### src/design/eqs_consts.svh
// timing, width and reset constants for the equalizer status pin block
`ifndef EQS_CONSTS_SVH
`define EQS_CONSTS_SVH

// clock rate in MHz
`define EQS_CLK_MHZ          125
// longest middle phase of a restart pulse on the polarity pin, in ns
`define EQS_PULSE_MAX_NS     10000
// longest time rounds down to whole cycles
`define EQS_PULSE_CYC        ((`EQS_PULSE_MAX_NS * `EQS_CLK_MHZ) / 1000)
// time the loop must stay converged before lock is reported, in us
`define EQS_SETTLE_US        100
`define EQS_SETTLE_CYC       (`EQS_SETTLE_US * `EQS_CLK_MHZ)
// counter width, covers both counts above
`define EQS_CNT_W            16
// number of pin inputs passed through synchronisers
`define EQS_NSYNC            5
// synchroniser lane positions
`define EQS_SY_COLOR         0
`define EQS_SY_POL           1
`define EQS_SY_FREEZE        2
`define EQS_SY_EQOFF         3
`define EQS_SY_ALONE         4
// reset levels
`define EQS_RST_BIT          1'h0
`define EQS_RST_CNT          16'h0000

`endif

### src/design/eqs_pkg.sv
// types shared by the equalizer status pin block
package eqs_pkg;

  typedef enum logic [1:0] {
    ST_IDLE,
    ST_ACQUIRE,
    ST_SETTLE,
    ST_EQ_SETTLED_FLAG
  } eqs_state_t;

  // results from the analog detectors, same clock domain
  typedef struct packed {
    logic signalPresent;
    logic burstSeen;
    logic invertSeen;
    logic eqConverged;
  } eqs_detect_t;

  // controls towards the analog equalizer and signal chain
  typedef struct packed {
    logic colorMode;
    logic invertChain;
    logic eqUpdateEn;
    logic eqBypass;
    logic acqRestart;
  } eqs_ctrl_t;

endpackage

### src/design/eqs_status_pins.sv
// status and override pin logic around the equalizer acquisition machine
//
// Behaviour
// - colorburst pin reports burst present, else 0
// - driven colorburst pin forces color/monochrome mode
// - weak outputs; outside drive overrides, becomes forcing
// - color indication may err beyond 4800 feet
// - polarity pin reports 0 nominal, 1 inverted
// - driven polarity pin sets signal chain inversion
// - stand-alone polarity pulse restarts signal acquisition
// - lock rises only when equalized, settled; freeze 1 holds it at 1 when convergence drops
// - lock may err on long monochrome runs
// - freeze 1 holds equalizer state, 0 updates
// - equalizer-off 1 disables equalization, 0 normal
`include "eqs_consts.svh"

module eqs_status_pins #(
  parameter int unsigned SETTLE_CYC = `EQS_SETTLE_CYC
) (
  input  wire logic                clk,
  input  wire logic                rst_n,
  input  wire eqs_pkg::eqs_detect_t detect,
  output eqs_pkg::eqs_ctrl_t       ctrl,
  input  wire logic                colorPinIn,
  output logic                     colorPinOut,
  output logic                     colorPinOe,
  input  wire logic                polPinIn,
  output logic                     polPinOut,
  output logic                     polPinOe,
  input  wire logic                freezeIn,
  input  wire logic                equalizer_off_input,
  input  wire logic                standAloneIn,
  output logic                     eq_settled_flag,
  output logic                     colorForced,
  output logic                     polForced
);

  timeunit 1ns;
  timeprecision 1ps;

  // ---------------------------------------------------------------
  // pin synchronisers
  // ---------------------------------------------------------------
  logic [`EQS_NSYNC-1:0] pinRaw;
  logic [`EQS_NSYNC-1:0] syncA_r;
  logic [`EQS_NSYNC-1:0] syncB_r;

  assign pinRaw = {standAloneIn, equalizer_off_input, freezeIn, polPinIn, colorPinIn};

  genvar g;
  generate
    for (g = 0; g < `EQS_NSYNC; g++)
    begin : gSync
      always_ff @(posedge clk or negedge rst_n)
      begin
        if (!rst_n)
        begin
          syncA_r[g] <= `EQS_RST_BIT;
          syncB_r[g] <= `EQS_RST_BIT;
        end
        else
        begin
          syncA_r[g] <= pinRaw[g];
          syncB_r[g] <= syncA_r[g];
        end
      end
    end
  endgenerate

  wire colorSync = syncB_r[`EQS_SY_COLOR];
  wire polSync   = syncB_r[`EQS_SY_POL];
  wire freezeOn  = syncB_r[`EQS_SY_FREEZE];
  wire eqOff     = syncB_r[`EQS_SY_EQOFF];
  wire alone     = syncB_r[`EQS_SY_ALONE];

  // ---------------------------------------------------------------
  // weak indicator drive
  // ---------------------------------------------------------------
  // the pins are only weakly driven, so the resolved level read back is
  // our own value unless someone outside drives harder; the read-back
  // level is therefore the forcing input in both cases
  logic colorOut_r;
  logic polOut_r;
  logic [1:0] colorDly_r;
  logic [2:0] polDly_r;

  always_ff @(posedge clk or negedge rst_n)
  begin
    if (!rst_n)
    begin
      colorOut_r <= `EQS_RST_BIT;
      polOut_r   <= `EQS_RST_BIT;
      colorDly_r <= '0;
      polDly_r   <= '0;
    end
    else
    begin
      // indications follow the detectors unqualified; on long monochrome
      // runs the burst detector may be wrong, equalization does not care
      colorOut_r <= detect.burstSeen;
      polOut_r   <= detect.invertSeen;
      colorDly_r <= {colorDly_r[0], colorOut_r};
      polDly_r   <= {polDly_r[1:0], polOut_r};
    end
  end

  assign colorPinOut = colorOut_r;
  assign polPinOut   = polOut_r;
  assign colorPinOe  = 1'h1;
  assign polPinOe    = 1'h1;

  // read-back differs from what we drove two cycles ago: outside drive
  function automatic logic isOverridden(input logic readBack, input logic driven);
    isOverridden = readBack != driven;
  endfunction

  wire colorOverNxt = isOverridden(colorSync, colorDly_r[1]);
  wire polOverNxt   = isOverridden(polSync, polDly_r[1]);

  // ---------------------------------------------------------------
  // restart pulse on the polarity pin
  // ---------------------------------------------------------------
  // edges that coincide with a change of our own drive are ignored, so
  // the detector flipping never looks like a restart pulse
  logic                 polPrev_r;
  logic                 pulseArmed_r;
  logic [`EQS_CNT_W-1:0] pulseCnt_r;

  wire polEdge    = polSync != polPrev_r;
  wire ownStable  = polDly_r[1] == polDly_r[2];
  wire extEdge    = polEdge && ownStable;
  wire pulseLate  = pulseCnt_r == `EQS_CNT_W'(`EQS_PULSE_CYC);
  wire restartReq = extEdge && pulseArmed_r && alone;
  wire armNxt     = extEdge ? !pulseArmed_r : (pulseArmed_r && !pulseLate);

  always_ff @(posedge clk or negedge rst_n)
  begin
    if (!rst_n)
    begin
      polPrev_r    <= `EQS_RST_BIT;
      pulseArmed_r <= `EQS_RST_BIT;
      pulseCnt_r   <= `EQS_RST_CNT;
    end
    else
    begin
      polPrev_r    <= polSync;
      pulseArmed_r <= armNxt;
      pulseCnt_r   <= extEdge ? `EQS_RST_CNT : pulseCnt_r + `EQS_CNT_W'(pulseArmed_r);
    end
  end

  // ---------------------------------------------------------------
  // acquisition state machine
  // ---------------------------------------------------------------
  eqs_pkg::eqs_state_t   state_r;
  eqs_pkg::eqs_state_t   state_nxt;
  logic [`EQS_CNT_W-1:0] settleCnt_r;

  wire settleDone = settleCnt_r == `EQS_CNT_W'(SETTLE_CYC - 1);

  always_comb
  begin
    state_nxt = state_r;
    case (state_r)
      eqs_pkg::ST_IDLE:
        if (detect.signalPresent)
          state_nxt = eqs_pkg::ST_ACQUIRE;
      eqs_pkg::ST_ACQUIRE:
        if (!detect.signalPresent)
          state_nxt = eqs_pkg::ST_IDLE;
        else if (detect.eqConverged)
          state_nxt = eqs_pkg::ST_SETTLE;
      eqs_pkg::ST_SETTLE:
        if (!detect.signalPresent)
          state_nxt = eqs_pkg::ST_IDLE;
        else if (!detect.eqConverged)
          state_nxt = eqs_pkg::ST_ACQUIRE;
        else if (settleDone)
          state_nxt = eqs_pkg::ST_EQ_SETTLED_FLAG;
      eqs_pkg::ST_EQ_SETTLED_FLAG:
        if (!detect.signalPresent)
          state_nxt = eqs_pkg::ST_IDLE;
        else if (!detect.eqConverged && !freezeOn)
          state_nxt = eqs_pkg::ST_ACQUIRE;
      default:
        state_nxt = eqs_pkg::ST_IDLE;
    endcase
    // a restart wins over the state logic (equalizer-off still wins over it) and clears lock,
    // which in turn lets go of a freeze input tied back to the lock flag
    if (restartReq)
      state_nxt = eqs_pkg::ST_ACQUIRE;
    if (eqOff)
      state_nxt = eqs_pkg::ST_IDLE;
  end

  always_ff @(posedge clk or negedge rst_n)
  begin
    if (!rst_n)
    begin
      state_r     <= eqs_pkg::ST_IDLE;
      settleCnt_r <= `EQS_RST_CNT;
    end
    else
    begin
      state_r     <= state_nxt;
      settleCnt_r <= (state_nxt == eqs_pkg::ST_SETTLE && state_r == eqs_pkg::ST_SETTLE)
                     ? settleCnt_r + `EQS_CNT_W'(1) : `EQS_RST_CNT;
    end
  end

  // ---------------------------------------------------------------
  // registered outputs
  // ---------------------------------------------------------------
  eqs_pkg::eqs_ctrl_t ctrl_r;
  eqs_pkg::eqs_ctrl_t ctrl_nxt;
  logic               lock_r;
  logic               colorForced_r;
  logic               polForced_r;

  always_comb
  begin
    ctrl_nxt             = '0;
    ctrl_nxt.colorMode   = colorSync;
    ctrl_nxt.invertChain = polSync;
    ctrl_nxt.eqUpdateEn  = !freezeOn && !eqOff;
    ctrl_nxt.eqBypass    = eqOff;
    ctrl_nxt.acqRestart  = restartReq && !eqOff;
  end

  always_ff @(posedge clk or negedge rst_n)
  begin
    if (!rst_n)
    begin
      ctrl_r        <= '0;
      lock_r        <= `EQS_RST_BIT;
      colorForced_r <= `EQS_RST_BIT;
      polForced_r   <= `EQS_RST_BIT;
    end
    else
    begin
      ctrl_r        <= ctrl_nxt;
      // lock may misreport on long monochrome runs, like the burst flag
      lock_r        <= state_nxt == eqs_pkg::ST_EQ_SETTLED_FLAG;
      colorForced_r <= colorOverNxt;
      polForced_r   <= polOverNxt;
    end
  end

  assign ctrl            = ctrl_r;
  assign eq_settled_flag = lock_r;
  assign colorForced     = colorForced_r;
  assign polForced       = polForced_r;

endmodule

### config.mk
export PLATFORM = sky130hd
export DESIGN_NAME = eqs_status_pins
export DESIGN_NICKNAME = d
export VERILOG_FILES = /design/src/design/eqs_pkg.sv /design/src/design/eqs_status_pins.sv
export VERILOG_INCLUDE_DIRS = /design/src /design/src/design
export SDC_FILE = /design/constraint.sdc
export NUM_CORES = 1
export LEC_CHECK = 0
export ABC_CLOCK_PERIOD_IN_PS = 1900
export BUFFER_PORTS_ARGS = -buffer_cell sky130_fd_sc_hd__buf_2
export CORE_MARGIN = 3
export CORE_UTILIZATION = 32
export DETAILED_ROUTE_END_ITERATION = 12
export PLACE_DENSITY = 0.54
export SYNTH_ARGS = -nofsm -noshare
export SYNTH_HDL_FRONTEND = slang
export SYNTH_SLANG_ARGS = --single-unit
### constraint.sdc
create_clock -name clk -period 1.9 [get_ports clk]
set_clock_uncertainty 0.05 [all_clocks]
set_input_delay 0.57 -clock clk [delete_from_list [all_inputs] [get_ports clk]]
set_output_delay 0.57 -clock clk [all_outputs]
set_load 0.02 [all_outputs]
==> impl_metrics.csv <==
group,metric,value,unit
outcome,outcome,"finished, final reports clean",
detailed_routing,drc,0,
clocking,cts_root_buf,"clkbuf_8",
sta,min_period,1.677,ns
synthesis,synth_area_per_cell,11.50,µm²
clocking,cts_tree,"done",
final_layout,syn2layout_area_growth,18.99,%
synthesis,ys_types,41,
placed_design,gp_congestion,0.7328,
floorplan,start_util,33.80,%
final_layout,nets,263,
final_layout,drive_gt1_share,22.83,%
clocking,h-tree-depth,3,
power,ir_drop,0.5271,mV
detailed_routing,via_count,1641,
detailed_routing,ant_nets,0,
placed_design,io_buffers,20,
synthesis,syn_inst,219,
synthesis,ys_ff_latch,60,
global_route,grtUsageTotal,11.86,%
critical_path,crit_chain,"ha_1 > nor4bb_1 > and4b_1 > or3b_4 > nor2_2",
detailed_routing,highest_layer,"met4",
global_route,overflow,0,
floorplan,die_h,94.70,µm
power,p_leak,1.300,nW
job,max-cap-violations,0,
global_route,grt_max_degree,26,
critical_path,worstPathRequired,2.11,ns
sta,layout_worst_path_cycle_share,88.25,%
global_route,antenna_found_initial,0,
floorplan,fp.coreArea,0.007447,mm²
hold_path,hp-class,"primary input to async pin",
synthesis,synthesis.area,0.002517,mm²
synthesis,synth_warnings,0,
synthesis,async_flop_share,100.0,%
critical_path,endpoint_kind,"flop",
critical_path,cpPeakStageDelay,0.46,ns
sta,setup_tns,0,ns
floorplan,placementRows,31,
synthesis,ys.flop_type,"dfrtp_1",
detailed_routing,firstDrtPassIters,4,
sta,slew_violations,0,
placed_design,dp_hpwl,3.143,mm
detailed_routing,wl_met3,206,µm
critical_path,worst-r2r-setup-slack,0.22,ns
floorplan,pin_count,23,
critical_path,start_kind,"flop",
placed_design,place_ws,0.08262,ns
detailed_routing,wl_per_cell,12.53,µm
final_layout,antenna_cells,0,
critical_path,crit_fanout,8,
global_route,grt_pass1_wl,8.128,mm
floorplan,die_w,94.70,µm
sta,hold_viol_final,0,
clocking,cts_sinks,60,
final_layout,layout_common_cells,"60 x dfrtp_1, 23 x nor2_1, 20 x buf_2",
clocking,cts_buffers,9,
sta,setup-violations-final,0,
detailed_routing,met2WireLength,2.088,mm
sta,max_freq,0.5964,GHz
critical_path,worstSetupPathType,"flop to flop",
detailed_routing,drt_iter0_markers,68,
critical_path,crit_slowest_cell,"or3b_4",
clocking,clk_pin_slew_worst_paths,0.07,ns
detailed_routing,wl_met1,2.074,mm
final_layout,final_common_cell,"dfrtp_1",
sta,rsz0062_at_grt,"no",
global_route,grt_pass1_vias,1731,
detailed_routing,via_per_inst,4.649,
power,cellPowerDensity,964.4,mW/mm²
synthesis,ys_seq_area_share,59.64,%
sta,worst_slack,0.2232,ns
clocking,clockBufferDepth,2,
clocking,postCtsSetupBuffers,0,
critical_path,crit_arrival,1.89,ns
floorplan,die-area,0.008967,mm²
detailed_routing,wl,4.424,mm
synthesis,synth_edf_count,0,
clocking,worstSkewPairLatency,0.33,ns
[kinds of logic (layout without fill, tap and decap cells)]
group                      after synthesis  in the layout  synth area share [%]
and+or+nand+nor                        100            100                 22.27
DFF                                     60             60                 59.64
xor gates and xnor gates                30             30                 10.44
buffers and inverters                   16             50                 3.429
AOI/OAI and AO/OA                        9              9                 2.585
adders and majority gates                3              3                 1.491
other                                    1              2                0.1490
[final timing paths]
kind	start	endpoint	depth (start not counted)
setup / recovery	settleCnt_r[1]	settleCnt_r[4]	5
hold / removal	rst_n	polForced	1
setup reg to reg	settleCnt_r[1]	settleCnt_r[4]	5
hold reg to reg	colorDly_r[0]	colorDly_r[1]	0
max in group asynchronous	rst_n	settleCnt_r[10]	2
min in group clk	detect[2]	colorPinOut	1
[stage by stage]
step           total power, mW  std cells  cell area, µm²  utilization, %  hold slack [ns]
4_1_cts                  2.944        353            2993           40.19           0.1289
5_1_grt                  3.058        353            2995           40.22           0.1292
6_report                 2.889        353            2995           40.22           0.1326
3_5_place_dp             1.649        337            2770           37.20           0.2855
2_1_floorplan            1.538        220            2521               -           0.2244
3_3_place_gp             1.642        337            2770           37.20           0.2832
[layout make-up]
type                            instances  area [µm²]
Inverter                                5       18.77
Timing Repair Buffer                   29       192.7
Clock buffer                            9       123.9
Tap cell                               99       123.9
Fill cell                             734        4452
Multi-Input combinational cell        144       935.9
Sequential cell                        60        1501
Clock inverter                          7       98.84
[power by group]
group	total (mW)	switching [mW]	internal (mW)
Sequential	1.39	0.0479	1.34
Clock	1.27	0.523	0.747
Combinational	0.226	0.128	0.0985
[critical path, delay by kind of cell (launching register included)]
family        cells  cell delay (ns)
flops             1             0.41
simple gates      4             0.96
fa+ha+maj         1             0.20
[timing repair]
item | 4_1_cts | 5_1_grt
endpoints found under the setup margin | 0 | 5
hold buffers | 0 | 0
endpoints found under the hold margin | 0 | 0
resized for setup | 0 | 1
[sequential cells by signal (all words and copies together) (netlist names), 2 cells and up]
name         cells
settleCnt_r     16
polDly_r         3
ctrl             5
colorDly_r       2
pulseCnt_r      16
syncA_r          5
state_r          2
[cells in the mapped netlist, types with 2 or more instances]
cell type | number | area [µm²]
and2_1 | 3 | 18.77
and3_1 | 3 | 18.77
and4_1 | 3 | 26.28
and4b_1 | 2 | 20.02
buf_2 | 2 | 10.01
buf_4 | 4 | 30.03
clkbuf_1 | 3 | 11.26
dfrtp_1 | 60 | 1501
ha_1 | 3 | 37.54
inv_1 | 5 | 18.77
nand2_1 | 8 | 30.03
nand2b_1 | 3 | 18.77
nand3_1 | 11 | 55.05
nand4_1 | 11 | 68.82
nor2_1 | 23 | 86.33
nor2_2 | 8 | 50.05
nor2b_1 | 2 | 12.51
nor3_1 | 7 | 35.03
nor4_1 | 5 | 31.28
nor4b_1 | 2 | 17.52
o21ai_0 | 3 | 15.01
xnor2_1 | 14 | 122.6
xor2_1 | 16 | 140.1
[routing by layer]
metal  up-vias  global-route usage (%)
met4         0                   4.327
li1        802                       -
met2        34                   17.73
met5         -                       0
met3         6                   5.259
met1       799                   15.16
No activity file was read; power rests on OpenSTA's default activity.
